--- config.mk ---
export PLATFORM = sky130hd
export DESIGN_NAME = p0m_page0_map
export DESIGN_NICKNAME = d
export VERILOG_FILES = /design/src/rtl/p0m_pkg.sv /design/src/rtl/p0m_page0_map.sv
export SDC_FILE = /design/constraint.sdc
export NUM_CORES = 1
export LEC_CHECK = 0
export ABC_CLOCK_PERIOD_IN_PS = 2000
export BUFFER_PORTS_ARGS = -buffer_cell sky130_fd_sc_hd__buf_4
export CORE_UTILIZATION = 50
export DETAILED_ROUTE_END_ITERATION = 10
export HOLD_SLACK_MARGIN = 0.12
export PLACE_DENSITY = 0.77
export SYNTH_ARGS = -nofsm -noshare
export SYNTH_HDL_FRONTEND = slang
export SYNTH_SLANG_ARGS = --single-unit
--- constraint.sdc ---
create_clock -name clk -period 2 [get_ports clk]
set_clock_uncertainty 0.2 [all_clocks]
set_input_delay 0.2 -clock clk [delete_from_list [all_inputs] [get_ports clk]]
set_output_delay 0.2 -clock clk [all_outputs]
set_load 0.01 [all_outputs]
--- src/rtl/p0m_pkg.sv ---
/*
 * p0m_pkg: constants for the page-0 address map and cpu status block.
 * assumes a byte-addressed space of 16 pages of 64k bytes each.
 */
package p0m_pkg;
    // address space shape
    localparam int unsigned P0M_PAGE_BITS = 4;          // up to 16 pages
    localparam int unsigned P0M_OFS_BITS = 16;          // 64k-byte pages
    localparam logic [3:0] P0M_PAGE_ZERO = 4'h0;
    // register field at the top of page 0
    localparam logic [15:0] P0M_REGF_LO = 16'hff80;     // 128 addresses
    localparam logic [15:0] P0M_REGF_HI = 16'hffff;
    // on-chip ram window, 1 kbyte ending just below the register field
    localparam logic [15:0] P0M_RAM_HI = 16'hff7f;
    localparam logic [15:0] P0M_RAM_BYTES = 16'h0400;
    localparam logic [15:0] P0M_RAM_LO = 16'(P0M_RAM_HI - P0M_RAM_BYTES + 16'h0001);
    // on-chip rom, 32k bytes from the bottom of page 0
    localparam logic [15:0] P0M_ROM_HI = 16'h7fff;
    // register offsets
    localparam logic [15:0] P0M_RAM_CONTROL_OFS = 16'hfff9;
    localparam logic [15:0] P0M_MODE_LATCH_OFS = 16'hfffa;
    // ram_control layout and reset
    localparam int unsigned P0M_ONCHIP_RAM_ENABLE_POS = 7;
    localparam logic P0M_ONCHIP_RAM_ENABLE_RST = 1'b1;
    // mode_latch fixed bits
    localparam logic [1:0] P0M_MODE_LATCH_ONES = 2'h3;  // bits 7..6
    localparam logic [2:0] P0M_MODE_LATCH_ZEROS = 3'h0; // bits 5..3
    localparam logic [2:0] P0M_MODE_RST = 3'h7;         // before capture
    // status word layout
    localparam int unsigned P0M_SR_TRACE_POS = 15;
    localparam int unsigned P0M_SR_MASK_LO = 8;
    localparam logic [2:0] P0M_MASK_RST = 3'h7;
    localparam logic [2:0] P0M_MASK_NMI = 3'h7;
    localparam logic P0M_TRACE_RST = 1'b0;
    localparam logic [3:0] P0M_CCR_RST = 4'h0;
    // general registers
    localparam int unsigned P0M_NUM_GR = 8;
    localparam logic [2:0] P0M_SP_IDX = 3'h7;
    localparam logic [2:0] P0M_FP_IDX = 3'h6;
    localparam logic [15:0] P0M_GR_RST = 16'h0000;
    localparam logic [15:0] P0M_PC_RST = 16'h0000;

    // operating modes as latched from the mode pins
    typedef enum logic [2:0] {
        P0M_MODE_1 = 3'b001,   // expanded minimum, rom off
        P0M_MODE_2 = 3'b010,   // expanded minimum, rom on
        P0M_MODE_3 = 3'b011,   // expanded maximum, rom off
        P0M_MODE_4 = 3'b100,   // expanded maximum, rom on
        P0M_MODE_7 = 3'b111    // single chip
    } p0m_mode_t;

    // where an access lands
    typedef enum logic [2:0] {
        P0M_TGT_EXT = 3'b000,
        P0M_TGT_ROM = 3'b001,
        P0M_TGT_RAM = 3'b010,
        P0M_TGT_REG = 3'b011,
        P0M_TGT_ERR = 3'b100
    } p0m_target_t;
endpackage

--- src/rtl/p0m_page0_map.sv ---
/*
 * p0m_page0_map: page-0 address decoder, ram control and mode latch
 * registers, and the cpu register set (general registers, pc, status word).
 * assumes the cpu core drives the request ports on clk and that mode pins
 * are asynchronous levels held stable around the release of arst_n.
 * the pins must stay put for three clocks after release, as the
 * latch is taken only once they have crossed the synchroniser.
 * instruction execution and page registers live in the cpu core.
 */
// Operation
// - space is 64k pages; 16 only in maximum
// - top 128 page-0 addresses are registers
// - vectors on rom in modes 2,4
// - ram enable maps 1k window on-chip
// - ram enable is bit 7 at fff9
// - single-chip with ram off: address error
// - mode pins latched at reset release, read-only
// - latch bits 2..0 follow high, mid, low pins
// - latch bits 7,6 one; 5..3 zero
// - eight 16-bit general registers, byte or word
// - register 7 is stack pointer, auto step
// - register 6 is frame pointer
// - 16-bit program counter of next instruction
// - 16-bit status word, low byte separately writable
// - trace bit raises exception per instruction
// - status bits 14..11 read zero
// - mask level gates maskable, nmi always taken
// - accepted interrupt loads its level into mask
// - reset sets mask to seven
// - cpu mode follows latched mode
// - only codes 1,2,3,4,7 are legal
// - mode table: space size, rom use
`timescale 1ns/1ns
`default_nettype none
module p0m_page0_map #(
    parameter logic [15:0] VEC_TOP = 16'h00ff     // end of the vector area
) (
    // clock and reset
    input wire logic clk,
    input wire logic arst_n,
    // mode pins, asynchronous
    input wire logic mode_pin_high,
    input wire logic mode_pin_mid,
    input wire logic mode_pin_low,
    // cpu memory access
    input wire logic [p0m_pkg::P0M_PAGE_BITS-1:0] acc_page,
    input wire logic [p0m_pkg::P0M_OFS_BITS-1:0] acc_addr,
    input wire logic acc_rd,
    input wire logic acc_wr,
    input wire logic [7:0] acc_wdata,
    output p0m_pkg::p0m_target_t acc_target,
    output logic acc_addr_error,
    output logic [7:0] reg_rdata,
    output logic reg_rvalid,
    // operating mode view
    output logic [2:0] mode_latch_bits,
    output logic cpu_max_mode,
    output logic onchip_ram_enable,
    // general register write and read
    input wire logic gr_wr,
    input wire logic gr_byte,
    input wire logic [2:0] gr_widx,
    input wire logic [15:0] gr_wdata,
    input wire logic [2:0] gr_ridx_a,
    input wire logic [2:0] gr_ridx_b,
    output logic [15:0] gr_rdata_a,
    output logic [15:0] gr_rdata_b,
    // stack pointer steps
    input wire logic sp_predec,
    input wire logic sp_postinc,
    input wire logic sp_byte,
    output logic [15:0] stack_ptr,
    output logic [15:0] frame_ptr,
    // program counter
    input wire logic pc_load,
    input wire logic [15:0] pc_ldata,
    input wire logic pc_adv,
    input wire logic [2:0] pc_adv_len,
    output logic [15:0] prog_counter,
    // status word
    input wire logic sr_wr,
    input wire logic sr_ccr_only,
    input wire logic [15:0] sr_wdata,
    output logic [15:0] cpu_status_word,
    // instruction retire and trace
    input wire logic instr_done,
    output logic trace_req,
    // interrupt requests
    input wire logic [2:0] irq_level,
    input wire logic nmi_req,
    output logic irq_accept
);
    import p0m_pkg::*;

    ////////////////////////////////////////////////////////////////////////
    // mode pin synchroniser and latch

    // straps have no timing relation to clk, so two stages come first
    // and only the second one is ever read by the latch
    logic [2:0] pin_s1_q;       // first stage, read only by second
    logic [2:0] pin_s2_q;       // second stage
    logic [2:0] mode_q;         // latched mode pins
    logic [1:0] settle_q;       // counts sync stages after release
    logic captured_q;           // latch taken once

    // two flops before anything looks at the pins
    // reset clears both stages; the capture waits past them anyway
    always_ff @(posedge clk or negedge arst_n)
    begin
        if (!arst_n)
        begin
            pin_s1_q <= 3'h0;
            pin_s2_q <= 3'h0;
        end
        else
        begin
            pin_s1_q <= {mode_pin_high, mode_pin_mid, mode_pin_low};
            pin_s2_q <= pin_s1_q;
        end
    end

    // capture once the synchroniser holds post-release samples; no later
    // change of the pins reaches the latch, and no cpu write does either
    always_ff @(posedge clk or negedge arst_n)
    begin
        if (!arst_n)
        begin
            settle_q <= 2'h0;
            captured_q <= 1'b0;
            mode_q <= P0M_MODE_RST;
        end
        else if (!captured_q)
        begin
            // count 0, 1, 2: the third edge sees post-release samples
            settle_q <= 2'(settle_q + 2'h1);
            if (settle_q == 2'h2)
            begin
                captured_q <= 1'b1;
                mode_q <= pin_s2_q;
            end
        end
    end

    // until capture the latch reads 3'b111, single chip, which keeps every
    // off-chip decode but the vector area blocked in the first clocks
    assign mode_latch_bits = mode_q;

    ////////////////////////////////////////////////////////////////////////
    // mode decode
    // 1, 2: expanded minimum, 64k bytes; 3, 4: expanded maximum, 1m
    // 7: single chip, nothing off chip but the vector area; rom is off in modes 1 and 3
    // the cpu itself only knows minimum and maximum

    wire mode_max = (mode_q == P0M_MODE_3) || (mode_q == P0M_MODE_4);
    wire mode_single = (mode_q == P0M_MODE_7);
    wire rom_on = (mode_q == P0M_MODE_2) || (mode_q == P0M_MODE_4) || mode_single;
    // codes 0, 5 and 6 must never be applied; treat them as erroring
    wire mode_legal = (mode_q == P0M_MODE_1) || (mode_q == P0M_MODE_2) ||
                      mode_max || mode_single;

    // codes 0, 5 and 6 leave every access in error, a visible symptom
    assign cpu_max_mode = mode_max;

    ////////////////////////////////////////////////////////////////////////
    // address decode

    // the ram window is the 1 kbyte directly below the register field
    // only page 0 holds on-chip resources; other pages go off chip in modes 3 and 4, error otherwise
    logic ram_en_q;             // ram_control bit 7
    wire acc_any = acc_rd || acc_wr;
    wire page_ok = mode_max || (acc_page == P0M_PAGE_ZERO);
    wire in_page0 = (acc_page == P0M_PAGE_ZERO);
    wire hit_regf = in_page0 && (acc_addr >= P0M_REGF_LO);
    wire hit_ram = in_page0 && (acc_addr >= P0M_RAM_LO) && (acc_addr <= P0M_RAM_HI);
    wire hit_vec = in_page0 && (acc_addr <= VEC_TOP);
    wire hit_rom = in_page0 && (acc_addr <= P0M_ROM_HI);
    // vectors come from rom only in modes 2 and 4
    wire vec_on_rom = (mode_q == P0M_MODE_2) || (mode_q == P0M_MODE_4);
    wire ram_off_err = mode_single && hit_ram && !ram_en_q;

    // priority: register field first, independent of ram enable and mode
    // only an illegal mode or page comes ahead of it
    // limitation: the rom window is fixed at 32k bytes from the bottom
    always_comb
    begin
        if (!mode_legal || !page_ok)
            acc_target = P0M_TGT_ERR;
        else if (hit_regf)
            acc_target = P0M_TGT_REG;
        else if (hit_ram)
            acc_target = ram_en_q ? P0M_TGT_RAM :
                         (ram_off_err ? P0M_TGT_ERR : P0M_TGT_EXT);
        else if (hit_vec)
            acc_target = vec_on_rom ? P0M_TGT_ROM : P0M_TGT_EXT;
        else if (hit_rom && rom_on)
            acc_target = P0M_TGT_ROM;
        // what is left is off chip, which single chip cannot reach
        else
            acc_target = mode_single ? P0M_TGT_ERR : P0M_TGT_EXT;
    end

    // the error flag only rises with a strobe; decode alone is silent
    assign acc_addr_error = acc_any && (acc_target == P0M_TGT_ERR);

    ////////////////////////////////////////////////////////////////////////
    // ram_control and mode_latch registers

    wire sel_ramc = hit_regf && (acc_addr == P0M_RAM_CONTROL_OFS);
    wire sel_mdl = hit_regf && (acc_addr == P0M_MODE_LATCH_OFS);
    wire [7:0] ramc_view = 8'(ram_en_q) << P0M_ONCHIP_RAM_ENABLE_POS;
    wire [7:0] mdl_view = {P0M_MODE_LATCH_ONES, P0M_MODE_LATCH_ZEROS, mode_q};
    wire [7:0] rd_mux = sel_ramc ? ramc_view : (sel_mdl ? mdl_view : 8'h00);
    logic [7:0] rdata_q;
    logic rvalid_q;

    // trade-off: read data comes from a flop, one clock late, so the
    // read path never runs straight from decode to the data output
    // ram enable write; a write to the mode latch falls through untouched
    always_ff @(posedge clk or negedge arst_n)
    begin
        if (!arst_n)
            ram_en_q <= P0M_ONCHIP_RAM_ENABLE_RST;
        else if (acc_wr && sel_ramc)
            ram_en_q <= acc_wdata[P0M_ONCHIP_RAM_ENABLE_POS];
    end

    // read data one cycle after the strobe; other field bytes read zero
    // those other bytes belong to modules outside this block
    always_ff @(posedge clk or negedge arst_n)
    begin
        if (!arst_n)
        begin
            rdata_q <= 8'h00;
            rvalid_q <= 1'b0;
        end
        else
        begin
            rvalid_q <= acc_rd && hit_regf && mode_legal;
            if (acc_rd && hit_regf)
                rdata_q <= rd_mux;
        end
    end

    assign reg_rdata = rdata_q;
    assign reg_rvalid = rvalid_q;
    assign onchip_ram_enable = ram_en_q;

    ////////////////////////////////////////////////////////////////////////
    // general registers
    // all eight are alike; r6 and r7 only get extra duties
    // a byte write keeps the high byte, with no sign extension

    logic [15:0] gr_q [P0M_NUM_GR];     // r7 doubles as stack pointer
    wire [15:0] sp_step = sp_byte ? 16'h0001 : 16'h0002;
    wire [15:0] gr_byte_val = {gr_q[gr_widx][15:8], gr_wdata[7:0]};
    wire [15:0] gr_new = gr_byte ? gr_byte_val : gr_wdata;

    // explicit write wins over the implicit stack step on r7
    // predecrement wins over postincrement if both are asked for
    // steps are two for word pushes and one for byte pushes
    always_ff @(posedge clk or negedge arst_n)
    begin
        if (!arst_n)
        begin
            for (int i = 0; i < P0M_NUM_GR; i++)
                gr_q[i] <= P0M_GR_RST;
        end
        else
        begin
            if (sp_predec)
                gr_q[P0M_SP_IDX] <= 16'(gr_q[P0M_SP_IDX] - sp_step);
            else if (sp_postinc)
                gr_q[P0M_SP_IDX] <= 16'(gr_q[P0M_SP_IDX] + sp_step);
            if (gr_wr)
                gr_q[gr_widx] <= gr_new;
        end
    end

    assign gr_rdata_a = gr_q[gr_ridx_a];
    assign gr_rdata_b = gr_q[gr_ridx_b];
    assign stack_ptr = gr_q[P0M_SP_IDX];
    assign frame_ptr = gr_q[P0M_FP_IDX];

    ////////////////////////////////////////////////////////////////////////
    // program counter

    logic [15:0] pc_q;

    // load wins over advance
    // the advance length is the retired instruction size in bytes
    always_ff @(posedge clk or negedge arst_n)
    begin
        if (!arst_n)
            pc_q <= P0M_PC_RST;
        else if (pc_load)
            pc_q <= pc_ldata;
        else if (pc_adv)
            pc_q <= 16'(pc_q + {13'h0000, pc_adv_len});
    end

    assign prog_counter = pc_q;

    ////////////////////////////////////////////////////////////////////////
    // status word and interrupt acceptance

    logic trace_q;
    logic [2:0] mask_q;
    logic [3:0] ccr_q;          // ccr bits 7..4 are reserved zero

    // level 0 means no request; nmi counts as level 8
    // nmi ignores the mask; maskable needs a level above it
    wire irq_ok = (irq_level != 3'h0) && (irq_level > mask_q);
    assign irq_accept = nmi_req || irq_ok;
    wire [2:0] mask_take = nmi_req ? P0M_MASK_NMI : irq_level;

    // acceptance overrides a same-cycle software write of the mask
    always_ff @(posedge clk or negedge arst_n)
    begin
        if (!arst_n)
        begin
            trace_q <= P0M_TRACE_RST;
            mask_q <= P0M_MASK_RST;
            ccr_q <= P0M_CCR_RST;
        end
        else
        begin
            if (sr_wr)
            begin
                ccr_q <= sr_wdata[3:0];
                if (!sr_ccr_only)
                begin
                    trace_q <= sr_wdata[P0M_SR_TRACE_POS];
                    mask_q <= sr_wdata[P0M_SR_MASK_LO+2:P0M_SR_MASK_LO];
                end
            end
            if (irq_accept)
                mask_q <= mask_take;
        end
    end

    // reserved bits 14..11 and 7..4 always read zero
    // trace request is combinational so the exception logic sees it
    // in the very cycle the instruction retires
    assign cpu_status_word = {trace_q, 4'h0, mask_q, 4'h0, ccr_q};
    assign trace_req = trace_q && instr_done;
endmodule
`default_nettype wire

==> qor.yml <==
outcome:
  status: "complete, but fails checks"
  violations: "setup timing"
floorplan:
  dieArea_sq_mm: 0.0214
  die_h_um: 146
  initial_utilization: 0.512
  die_x_um: 146
  coreArea_sq_mm: 0.0204
  ioPinCount: 225
  num_rows: 52
timing:
  setup_violations: 52
  fin_crit_ns: 2.35
  worst_slack_ns: -0.355
  worstMarginPinSlew_ns: 0.563
  rsz0062_at_grt: "yes"
  clock.fmax_ghz: 0.425
  hold_viol: 0
  max-slew-margin-rel: 0.624
  slew_violations: 0
  finalCritPeriodShare: 1.18
cts:
  clock-sinks: 171
  clk_latency_ns: 0.43
  h-tree-depth: 4
  cts.clk_slew.worst_paths_ns: 0.06
  tritoncts.num_buffers: 17
  cts_buffer_depth: 2
  root_buffer: "clkbuf_16"
  cts_tree: "done"
worst_setup_path:
  reg2reg_depth: 7
  worst_path_dominant_cell_family: "flip-flops"
  rr_endpoint: "stack_ptr[15]"
  critPathArrivalTime_ns: 1.95
  regToRegStartpoint: "stack_ptr[1]"
  crit_path_max_fanout: 3
  path_class: "flip-flop to primary output"
  r2r_slack_ns: -0.25
  max_stage_delay_ns: 0.57
  path_common_cell: "buf_4"
  worstPathRequired_ns: 1.60
  crit_path_start_kind: "flip-flop"
  critPathSlowestCell: "dfstp_2"
  path_buf_inv: 3
  endpoint_kind: "primary output"
  cp_cell_sequence: "nor2b_4, nor3_2, a21o_1, buf_4, buf_6, nor3_4, buf_4"
global_route:
  grt_max_degree: 47
  antenna_found_initial: 0
  grt_pass1_wl_mm: 51.3
  grt_usage: 0.313
  first_global_vias: 9510
  gr-total-overflow: 0
synth:
  synth_top_area_frac: 0.394
  ys_seq_area_frac: 0.412
  ys_types: 63
  avgSynthCellArea_sq_um: 11.6
  synthArstFlopShare: 1.00
  yosysWarningCount: 0
  synth_top_area_cell: "dfrtp_1"
  synthesis.area_sq_mm: 0.0104
  ys_seq_elements: 171
  synth_edf_count: 0
  synthTopCellsByArea: "dfrtp_1 39%, mux4_2 17%, mux2_2 11%, o21ai_0 4.4%, nand2_1 4.3%"
  synthFlopType: "dfrtp_1"
  synthCells: 898
pwr:
  ir_worst_vdd_uv: 836
  clkPwrFrac: 0.221
  power_frac_seq: 0.337
  power.switching_uw: 4920
  power_switching_share: 0.336
  power.leakage_uw: 0.00671
  power.density_mw_per_mm2: 972
  internal_power_uw: 9710
  combinationalPowerShare: 0.442
cells_and_area:
  final_area_sq_mm: 0.0151
  drive_gt1_frac: 0.497
  final_cell_mix: "257 x buf_4, 159 x dfrtp_1, 117 x nand2_1, 87 x dlygate4sd3_1, 78 x mux4_2"
  fin_nets: 1369
  final_util: 0.739
  mostFrequentLayoutCell: "buf_4"
  diodes: 0
  area_growth_pct: 44.5
  fillers: 1224
flow_run:
  cap_viol_max_count: 0
route:
  vias: 9186
  firstDrtPassIters: 5
  wire_per_inst_um: 22.0
  wirelength_mm: 33.6
  route.detailed.drc: 0
  vias_per_cell: 6.01
  drtIter0Drc: 710
  detail-route-antenna-nets: 0
hold_path:
  hold_start: "pc_adv_len[0]"
  hp-class: "input pin to flip-flop"
  hold_path_depth: 4
  min_to: "prog_counter[0]"
placement:
  port_buffers: 198
  place_area_sq_mm: 0.0125
  dp_hpwl_mm: 20.5
  place_congestion: 0.875
-- registers in the layout, indices dropped and copies added, names as in the netlist, 2 cells and up --
name / cells
ccr_q: 4
frame_ptr: 16
gr_q: 96
mask_q: 3
mode_latch_bits: 3
pin_s1_q: 3
pin_s2_q: 3
prog_counter: 16
reg_rdata: 5
settle_q: 2
stack_ptr: 16
-- worst max-delay path by stage --
stage	start	endpoint	cells after the start
finish	mode_latch_bits[0]	acc_target[0]	7
global route	mode_latch_bits[0]	acc_target[2]	6
CTS	mask_q[1]	irq_accept	7
detailed placement	stack_ptr[1]	stack_ptr[13]	6
global placement	stack_ptr[1]	stack_ptr[13]	6
floorplan	stack_ptr[2]	stack_ptr[13]	6
-- worst register-to-register path, cell delays in order, from the launching register on --
cell,delay (ns)
dfrtp_1,0.41
buf_6,0.15
ha_4,0.26
a21o_1,0.13
or4b_4,0.53
nor3_4,0.13
o2111ai_1,0.13
and3_1,0.20
-- cell usage after synthesis (5+ instances only) --
| cell | number |
|---|---|
| buf_2 | 18 |
| nand4_1 | 8 |
| nor4_1 | 5 |
| nand2b_1 | 5 |
| mux4_2 | 78 |
| buf_4 | 48 |
| mux2i_1 | 21 |
| nor2b_1 | 11 |
| o21ai_0 | 92 |
| mux2_2 | 98 |
| o21ai_1 | 12 |
| xor2_1 | 11 |
| inv_1 | 17 |
| dfstp_2 | 7 |
| nor3_1 | 7 |
| xnor2_1 | 15 |
| nand3_1 | 13 |
| clkbuf_1 | 30 |
| and3_1 | 5 |
| dfrtp_1 | 164 |
| or2_2 | 6 |
| nand2_1 | 119 |
| nand4b_1 | 5 |
| a21oi_1 | 8 |
| nor2_1 | 19 |
| ha_1 | 11 |
-- power by group through the flow --
stage	logic [uW]	clock network [uW]	registers, uW
after global routing	6820	3410	5020
after detailed placement	4800	0	4920
after CTS	5970	3240	4860
after global placement	4680	0	4860
final	6460	3230	4940
after floorplan	3040	0	4760
-- timing repair --
item	4_1_cts	5_1_grt
endpoints found under the setup margin	55	83
hold endpoints to repair	330	2
gates resized for setup	137	66
hold buffers	88	3
buffers inserted	26	14
pin swaps	35	35
-- area by class of cell --
| type | instances | area (sq um) | area share |
|---|---|---|---|
| clock buffer | 22 | 484 | 0.0322 |
| sequential | 171 | 4290 | 0.285 |
| timing repair buffer | 419 | 3740 | 0.248 |
| multi-input combinational | 620 | 6040 | 0.401 |
| tap | 270 | 338 | 0.0224 |
| inverter | 17 | 66.3 | 0.00440 |
| clock inverter | 10 | 91.3 | 0.00607 |
-- metal layers --
layer  part of all wire  vias up  GRT usage
met3              0.080      127     0.0525
met1               0.37     4600      0.399
met4              0.040        0      0.145
met5                  0        -          0
met2               0.51      531      0.523
li1                   -     3928          -
-- metrics by stage --
| step | hold slack, ns | total power, uW | cells | worst slack [ns] | TNS [ns] |
|---|---|---|---|---|---|
| 2_1_floorplan | -0.296 | 7790 | 908 | -0.0977 | -0.320 |
| 3_3_place_gp | -0.0749 | 9540 | 1370 | -0.0788 | -0.359 |
| 3_5_place_dp | -0.0720 | 9730 | 1370 | -0.132 | -1.13 |
| 4_1_cts | 0.0303 | 14100 | 1516 | -0.371 | -9.08 |
| 5_1_grt | 0.128 | 15300 | 1529 | -0.436 | -13.27 |
| 6_report | 0.0355 | 14600 | 1529 | -0.355 | -10.33 |
-- cells by family (layout without fill, tap and decap cells) --
| kind of cell | count (synthesis) | in the layout | synth area share |
|---|---|---|---|
| flops | 171 | 171 | 0.412 |
| fa+ha+maj | 15 | 15 | 0.0199 |
| compound gates | 141 | 141 | 0.0784 |
| other cells | 1 | 11 | 0.000360 |
| mux | 197 | 197 | 0.295 |
| buf+inv | 117 | 468 | 0.0630 |
| simple gates | 230 | 230 | 0.110 |
| xor+xnor | 26 | 26 | 0.0219 |
Power figures use the tool's default switching activity.
